`config.mk`:
```
export PLATFORM = sky130hd
export DESIGN_NAME = ucsi_status_irq
export DESIGN_NICKNAME = d
export VERILOG_FILES = /design/src/ucsi_sticky_flag.v /design/src/ucsi_status_irq.v
export VERILOG_INCLUDE_DIRS = /design/src
export SDC_FILE = /design/constraint.sdc
export NUM_CORES = 1
export LEC_CHECK = 0
export ABC_AREA = 1
export BUFFER_PORTS_ARGS = -buffer_cell sky130_fd_sc_hd__buf_2
export CAP_MARGIN = 10
export CORE_MARGIN = 1
export CORE_UTILIZATION = 41
export DETAILED_ROUTE_END_ITERATION = 16
export PLACE_DENSITY = 0.79
export SYNTH_ARGS = -nofsm -noshare
export SYNTH_HDL_FRONTEND = slang
export SYNTH_HIERARCHICAL = 1
export SYNTH_SLANG_ARGS = --single-unit
```
`constraint.sdc`:
```
create_clock -name clk -period 1.7 [get_ports clk]
set_input_delay 0.085 -clock clk [delete_from_list [all_inputs] [get_ports clk]]
set_output_delay 0.085 -clock clk [all_outputs]
set_load 0.02 [all_outputs]
```
`src/ucsi_defines.vh`:
```
// ucsi_defines.vh: offsets, fields, reset values and timing counts
// assumes: included by the status and interrupt block files
//
// Overview of operation
// - tx-end request flag in request bit 3
// - tx-end request forwarded only while mask 0
// - status bit 5 high while buffer full
// - status bit 2 reports framing error
// - status bit 1 reports parity error
// - status bit 0 reports overrun error
// - trigger ones clear matching error flags
// - rx-error bit 5, rx-end bit 4 requests
// - start trigger one sets enabled on the next clock
`ifndef UCSI_DEFINES_VH
`define UCSI_DEFINES_VH

// ---------------------------------------------------------------
// register byte offsets
// ---------------------------------------------------------------
`define UCSI_OFF_IRQ_REQ     12'h000
`define UCSI_OFF_IRQ_MASK    12'h004
`define UCSI_OFF_STATUS      12'h008
`define UCSI_OFF_ERR_CLR     12'h00c
`define UCSI_OFF_START       12'h010
`define UCSI_OFF_ENABLED     12'h014
`define UCSI_OFF_RX_ENABLE   12'h018
`define UCSI_OFF_DATA        12'h01c

// ---------------------------------------------------------------
// field positions
// ---------------------------------------------------------------
`define UCSI_IRQ_TX_END      3
`define UCSI_IRQ_RX_END      4
`define UCSI_IRQ_RX_ERR      5
`define UCSI_ST_OVERRUN      0
`define UCSI_ST_PARITY       1
`define UCSI_ST_FRAMING      2
`define UCSI_ST_BUF_FULL     5
`define UCSI_ST_ACTIVE       6

// ---------------------------------------------------------------
// reset values and used request bits
// ---------------------------------------------------------------
`define UCSI_RST_IRQ_MASK    8'h38
`define UCSI_RST_BYTE        8'h00
`define UCSI_IRQ_USED        8'h38

// ---------------------------------------------------------------
// timing
// ---------------------------------------------------------------
`define UCSI_START_WAIT_CLK  4

`endif

```
`src/ucsi_sticky_flag.v`:
```
// ucsi_sticky_flag.v: one sticky event flag with write-one clear
// assumes: one clock, set wins over clear in the same cycle
`timescale 1ns/1ps
module ucsi_sticky_flag (
	input  wire clk,
	input  wire rst,
	input  wire set_evt,
	input  wire clr,
	output reg  flag
);
	always @(posedge clk or posedge rst) begin
		if (rst) begin
			flag <= 1'b0;
		end else if (set_evt) begin
			flag <= 1'b1;
		end else if (clr) begin
			flag <= 1'b0;
		end
	end
endmodule

```
`src/ucsi_status_irq.v`:
```
// ucsi_status_irq.v: channel status, error clear and interrupt logic
// assumes: apb master on clk; rx/tx shifters supply one-cycle event
// pulses and the received byte, all synchronous to clk
`timescale 1ns/1ps
`include "ucsi_defines.vh"
module ucsi_status_irq (
	input  wire        clk,
	input  wire        rst,
	input  wire        psel,
	input  wire        penable,
	input  wire        pwrite,
	input  wire [11:0] paddr,
	input  wire [31:0] pwdata,
	output wire        pready,
	output reg  [31:0] prdata,
	output wire        pslverr,
	input  wire        rx_done,
	input  wire [7:0]  rx_byte,
	input  wire        rx_framing_err,
	input  wire        rx_parity_err,
	input  wire        tx_done,
	input  wire        tx_busy,
	output wire        receive_enable_bit,
	output wire        channel_enabled_status,
	output wire        tx_end_irq,
	output wire        rx_end_irq,
	output wire        rx_error_irq,
	output wire        irq
);

	// ---------------------------------------------------------------
	// bus decode
	// ---------------------------------------------------------------
	wire       wr_en;
	wire       rd_en;
	wire       hit;
	reg  [7:0] irq_mask_flags_low;
	reg  [7:0] channel_data_buffer;
	reg        buffer_full_status;
	reg        enabled;
	reg        rx_en;
	reg        next_buffer_full;
	wire       framing_error_flag;
	wire       parity_error_flag;
	wire       overrun_error_flag;
	wire       tx_end_irq_flag;
	wire       rx_end_irq_flag;
	wire       rx_error_irq_flag;
	wire [7:0] irq_request_flags_low;
	wire [7:0] rx_channel_status;
	wire       clr_req;
	wire       clr_err;
	wire       overrun_evt;
	wire       data_read;

	assign pready  = 1'b1;
	assign hit     = (paddr == `UCSI_OFF_IRQ_REQ)
		|| (paddr == `UCSI_OFF_IRQ_MASK)
		|| (paddr == `UCSI_OFF_STATUS)
		|| (paddr == `UCSI_OFF_ERR_CLR)
		|| (paddr == `UCSI_OFF_START)
		|| (paddr == `UCSI_OFF_ENABLED)
		|| (paddr == `UCSI_OFF_RX_ENABLE)
		|| (paddr == `UCSI_OFF_DATA);
	assign pslverr = psel && penable && !hit;
	assign wr_en   = psel && penable && pwrite && hit;
	assign rd_en   = psel && penable && !pwrite && hit;
	assign clr_req = wr_en && (paddr == `UCSI_OFF_IRQ_REQ);
	assign clr_err = wr_en && (paddr == `UCSI_OFF_ERR_CLR);
	assign data_read = rd_en && (paddr == `UCSI_OFF_DATA);

	// ---------------------------------------------------------------
	// receive error flags
	// ---------------------------------------------------------------
	assign overrun_evt = rx_done && buffer_full_status && !data_read;

	ucsi_sticky_flag u_fe (
		.clk     (clk),
		.rst     (rst),
		.set_evt (rx_done && rx_framing_err),
		.clr     (clr_err && pwdata[`UCSI_ST_FRAMING]),
		.flag    (framing_error_flag)
	);
	ucsi_sticky_flag u_pe (
		.clk     (clk),
		.rst     (rst),
		.set_evt (rx_done && rx_parity_err),
		.clr     (clr_err && pwdata[`UCSI_ST_PARITY]),
		.flag    (parity_error_flag)
	);
	ucsi_sticky_flag u_ov (
		.clk     (clk),
		.rst     (rst),
		.set_evt (overrun_evt),
		.clr     (clr_err && pwdata[`UCSI_ST_OVERRUN]),
		.flag    (overrun_error_flag)
	);

	// ---------------------------------------------------------------
	// interrupt request flags, cleared by writing one
	// ---------------------------------------------------------------
	ucsi_sticky_flag u_tx_if (
		.clk     (clk),
		.rst     (rst),
		.set_evt (tx_done && enabled),
		.clr     (clr_req && pwdata[`UCSI_IRQ_TX_END]),
		.flag    (tx_end_irq_flag)
	);
	ucsi_sticky_flag u_rx_if (
		.clk     (clk),
		.rst     (rst),
		.set_evt (rx_done && enabled && rx_en),
		.clr     (clr_req && pwdata[`UCSI_IRQ_RX_END]),
		.flag    (rx_end_irq_flag)
	);
	ucsi_sticky_flag u_re_if (
		.clk     (clk),
		.rst     (rst),
		.set_evt (rx_done && enabled && rx_en
			&& (rx_framing_err || rx_parity_err || overrun_evt)),
		.clr     (clr_req && pwdata[`UCSI_IRQ_RX_ERR]),
		.flag    (rx_error_irq_flag)
	);

	assign irq_request_flags_low = {2'b00, rx_error_irq_flag,
		rx_end_irq_flag, tx_end_irq_flag, 3'b000};
	assign rx_channel_status = {1'b0, tx_busy, buffer_full_status, 2'b00,
		framing_error_flag, parity_error_flag, overrun_error_flag};

	assign tx_end_irq   = tx_end_irq_flag
		&& !irq_mask_flags_low[`UCSI_IRQ_TX_END];
	assign rx_end_irq   = rx_end_irq_flag
		&& !irq_mask_flags_low[`UCSI_IRQ_RX_END];
	assign rx_error_irq = rx_error_irq_flag
		&& !irq_mask_flags_low[`UCSI_IRQ_RX_ERR];
	assign irq = tx_end_irq || rx_end_irq || rx_error_irq;

	// ---------------------------------------------------------------
	// buffer, control registers
	// ---------------------------------------------------------------
	always @* begin
		next_buffer_full = buffer_full_status;
		if (data_read) begin
			next_buffer_full = 1'b0;
		end
		if (rx_done && enabled && rx_en) begin
			next_buffer_full = 1'b1;
		end
	end

	always @(posedge clk or posedge rst) begin
		if (rst) begin
			irq_mask_flags_low  <= `UCSI_RST_IRQ_MASK;
			channel_data_buffer <= `UCSI_RST_BYTE;
			buffer_full_status  <= 1'b0;
			enabled             <= 1'b0;
			rx_en               <= 1'b0;
		end else begin
			buffer_full_status <= next_buffer_full;
			if (rx_done && enabled && rx_en) begin
				channel_data_buffer <= rx_byte;
			end
			if (wr_en && paddr == `UCSI_OFF_IRQ_MASK) begin
				irq_mask_flags_low <= pwdata[7:0] & `UCSI_IRQ_USED;
			end
			if (wr_en && paddr == `UCSI_OFF_START && pwdata[0]) begin
				enabled <= 1'b1;
			end else if (wr_en && paddr == `UCSI_OFF_ENABLED
				&& pwdata[0]) begin
				enabled <= 1'b0;
			end
			if (wr_en && paddr == `UCSI_OFF_RX_ENABLE) begin
				rx_en <= pwdata[0];
			end
		end
	end

	assign receive_enable_bit     = rx_en;
	assign channel_enabled_status = enabled;

	// ---------------------------------------------------------------
	// read data
	// ---------------------------------------------------------------
	always @* begin
		case (paddr)
		`UCSI_OFF_IRQ_REQ:   prdata = {24'h000000, irq_request_flags_low};
		`UCSI_OFF_IRQ_MASK:  prdata = {24'h000000, irq_mask_flags_low};
		`UCSI_OFF_STATUS:    prdata = {24'h000000, rx_channel_status};
		`UCSI_OFF_ENABLED:   prdata = {31'h0, enabled};
		`UCSI_OFF_RX_ENABLE: prdata = {31'h0, rx_en};
		`UCSI_OFF_DATA:      prdata = {24'h000000, channel_data_buffer};
		default:             prdata = 32'h00000000;
		endcase
	end
endmodule

```
==> impl_metrics.py <==
metrics = {
    "global_route": {
        "grt_pass1_wl_um": 5730,
        "grt_max_degree": 16,
        "overflow": 0,
        "grt_pass1_vias": 1397,
        "antenna_found_initial": 0,
        "grt_usage_pct": 17.8,
    },
    "critical_path": {
        "max_stage_delay_ns": 0.32,
        "startpoint_type": "input pin",
        "cp_data_required_time_ns": 1.62,
        "cp.arrival_ns": 1.38,
        "cp_slowest_cell": "o2111ai_1",
        "cp_num_buf_inv": 2,
        "crit_chain": "buf_2 -> nor2_1 -> nand2_1 -> nor2_4 -> nand2_1 -> o2111ai_1 -> buf_2",
        "path_max_fanout": 7,
        "worstSetupPathType": "input pin to output pin",
        "end_kind": "output pin",
        "cpLargestDelayFamily": "simple AND/OR/NAND/NOR gates",
    },
    "status": {
        "status": "complete, no violations",
    },
    "cts": {
        "cts_root_buffer": "clkbuf_8",
        "clockBufferDepth": 2,
        "clk_latency_ns": 0.26,
        "htree_num_levels": 1,
        "clk_pin_slew_ns": 0.07,
        "cts_buffers": 3,
        "clock_sinks": 20,
        "cts_tree": "done",
    },
    "sta": {
        "fin_tns_setup_ns": 0,
        "setup_viol": 0,
        "finalMaxSlewViolations": 0,
        "min_period_over_period_pct": 86.1,
        "fin_crit_ns": 1.46,
        "tightestPinTransition_ns": 0.546,
        "timing.fmax_mhz": 683,
        "finClkSkew_ns": 0.00183,
        "rsz0062_at_grt": "no",
        "hold_viol": 0,
        "slew_headroom_pct": 63.5,
    },
    "placement": {
        "io_buffers": 50,
        "dp.cells": 318,
        "place_hpwl_um": 2570,
        "gp_congestion": 0.819,
    },
    "cells_and_area": {
        "multi_input_area_um2": 756,
        "num_antenna_cells": 0,
        "areaGrowthSynthToFinish_pct": 19.0,
        "fill_cells": 392,
        "final_layout_size_suffix_gt1_share_pct": 29.8,
        "fin_util_pct": 50.5,
        "fin_nets": 338,
        "ff_latch_area_um2": 504,
        "finalNonFillerCells": 323,
    },
    "yosys": {
        "yosys_register_bits": 20,
        "yosysWarnings": 6,
        "avgSynthCellArea_um2": 7.01,
        "synth_area_um2": 1560,
        "syn_inst": 222,
        "yosysSeqAreaShare_pct": 32.4,
        "synth.distinct_cells": 27,
    },
    "route": {
        "vias": 1435,
        "drt_first_pass_iters": 4,
        "viasPerCell": 4.44,
        "dr_wl_met2_um": 1560,
        "initialDrtViolationCount": 38,
        "wl_per_cell_um": 9.90,
        "wl_um": 3200,
        "topRoutingLayerUsed": "met4",
        "drt-met1-wl_um": 1410,
        "wl_met3_um": 147,
        "ant_nets": 0,
        "drc": 0,
    },
    "run": {
        "maxCapViolCount": 0,
    },
    "power": {
        "p_sw_mw": 0.264,
        "p_sw_share_pct": 24.0,
        "clockPowerShare_pct": 43.0,
        "power.density_nw_per_um2": 593,
        "power_frac_comb_pct": 13.7,
        "p_int_mw": 0.834,
        "ir_drop_uv": 269,
        "power.leakage_nw": 1.13,
        "p_seq_share_pct": 43.3,
    },
    "floorplanning": {
        "die_w_um": 63.6,
        "core_um2": 3660,
        "start_util_pct": 42.5,
        "die_area_um2": 4040,
        "std_cell_rows": 22,
        "ioPinCount": 102,
        "die_y_um": 63.6,
    },
    "worst_hold_path": {
        "hp-class": "input pin to flip-flop",
    },
}
-- Yosys cell counts (all sizes together) --
master,count,area [µm²]
or2,1,6.26
nor3,7,70.1
or3,1,6.26
nor2,20,109
nand2,62,272
nand4,5,31.3
dfrtp,17,425
dfstp,3,78.8
a32o,1,10.0
conb,2,7.51
o2111ai,2,17.5
inv,49,184
nand3,10,55.1
buf,27,198
o221ai,2,17.5
a21oi,2,10.0
o21ai,9,45.0
and2,2,12.5
-- power by group through the flow --
stage / registers [mW] / clock network [mW] / logic (mW)
2_1_floorplan: 0.485 / 0 / 0.133
3_3_place_gp: 0.485 / 0 / 0.146
3_5_place_dp: 0.485 / 0 / 0.148
4_1_cts: 0.476 / 0.480 / 0.150
5_1_grt: 0.476 / 0.502 / 0.167
6_report: 0.476 / 0.472 / 0.150
-- final cells by class --
type,count,area share (%)
multi-input cells,149,40.8
clock inverters,1,1.62
clock buffers,3,2.23
repair buffers,53,14.9
well taps,48,3.25
flip-flops and latches,20,27.2
inverters,49,9.94
-- path summary, 6_finish.rpt --
check                                  startpoint                      to  slack, ns  depth (start not counted)
max reg2reg                channel_enabled_status  channel_data_buffer[1]       0.47                          3
max in group asynchronous                     rst   irq_mask_flags_low[5]       0.84                          3
max                                      paddr[7]               prdata[0]       0.24                          7
min in group asynchronous                     rst               u_pe/flag       0.28                          3
min                                    rx_byte[5]  channel_data_buffer[5]       0.02                          3
min reg2reg                          u_rx_if/flag            u_rx_if/flag       0.47                          2
-- what timing repair did --
action	CTS	global route
gates resized for setup	0	0
endpoints found under the setup margin	0	0
hold buffers	1	0
hold endpoints to repair	17	0
setup buffers	0	0
-- logic make-up (layout without fill, tap and decap cells) --
logic type / Yosys count / count (layout) / synth area share (%)
buffers and inverters: 76 / 106 / 24.5
AOI/OAI and AO/OA: 16 / 16 / 6.44
DFF: 20 / 20 / 32.4
and+or+nand+nor: 108 / 108 / 36.1
other: 2 / 25 / 0.483
-- through the flow --
| stage | hold slack [ns] | area [µm²] | setup WS [ns] | power (mW) |
|---|---|---|---|---|
| finish | 0.0184 | 1850 | 0.235 | 1.10 |
| global route | 0.0102 | 1850 | 0.125 | 1.14 |
| CTS | 0.0172 | 1850 | 0.236 | 1.11 |
| detailed placement | -0.000251 | 1770 | 0.246 | 0.633 |
| global placement | -0.00272 | 1770 | 0.279 | 0.631 |
| floorplan | -0.186 | 1640 | 0.506 | 0.618 |
-- state kept, by name (all words and copies together) (netlist names) --
name,count
channel_data_buffer,8
u_pe/flag,1
u_fe/flag,1
u_rx_if/flag,1
channel_enabled_status,1
u_tx_if/flag,1
receive_enable_bit,1
u_ov/flag,1
u_re_if/flag,1
buffer_full_status,1
irq_mask_flags_low,3
-- routing by layer --
metal,vias to the layer above,global-route usage (%)
met5,-,0
met4,0,8.52
met3,10,3.26
met2,52,30.6
met1,648,21.2
li1,725,-
-- placed cells by master (no fill, tap or decap), drive strengths merged --
| cell | n |
|---|---|
| nand3 | 10 |
| o21ai | 9 |
| a32o | 1 |
| bufinv | 1 |
| inv | 49 |
| o221ai | 2 |
| dfrtp | 17 |
| a21oi | 2 |
| dfstp | 3 |
| or2 | 1 |
| dlygate4sd3 | 1 |
| clkbuf | 3 |
| and2 | 2 |
| nor3 | 7 |
| or3 | 1 |
| nand4 | 5 |
| o2111ai | 2 |
| buf | 52 |
| nor2 | 20 |
| nand2 | 62 |
| conb | 25 |
-- worst register-to-register path, stage by stage (launching register included) --
cell and delay (ns):
dfrtp_1 0.43, nand3_1 0.19, inv_1 0.34, o21ai_0 0.14
(Power assumes the default switching activity.)
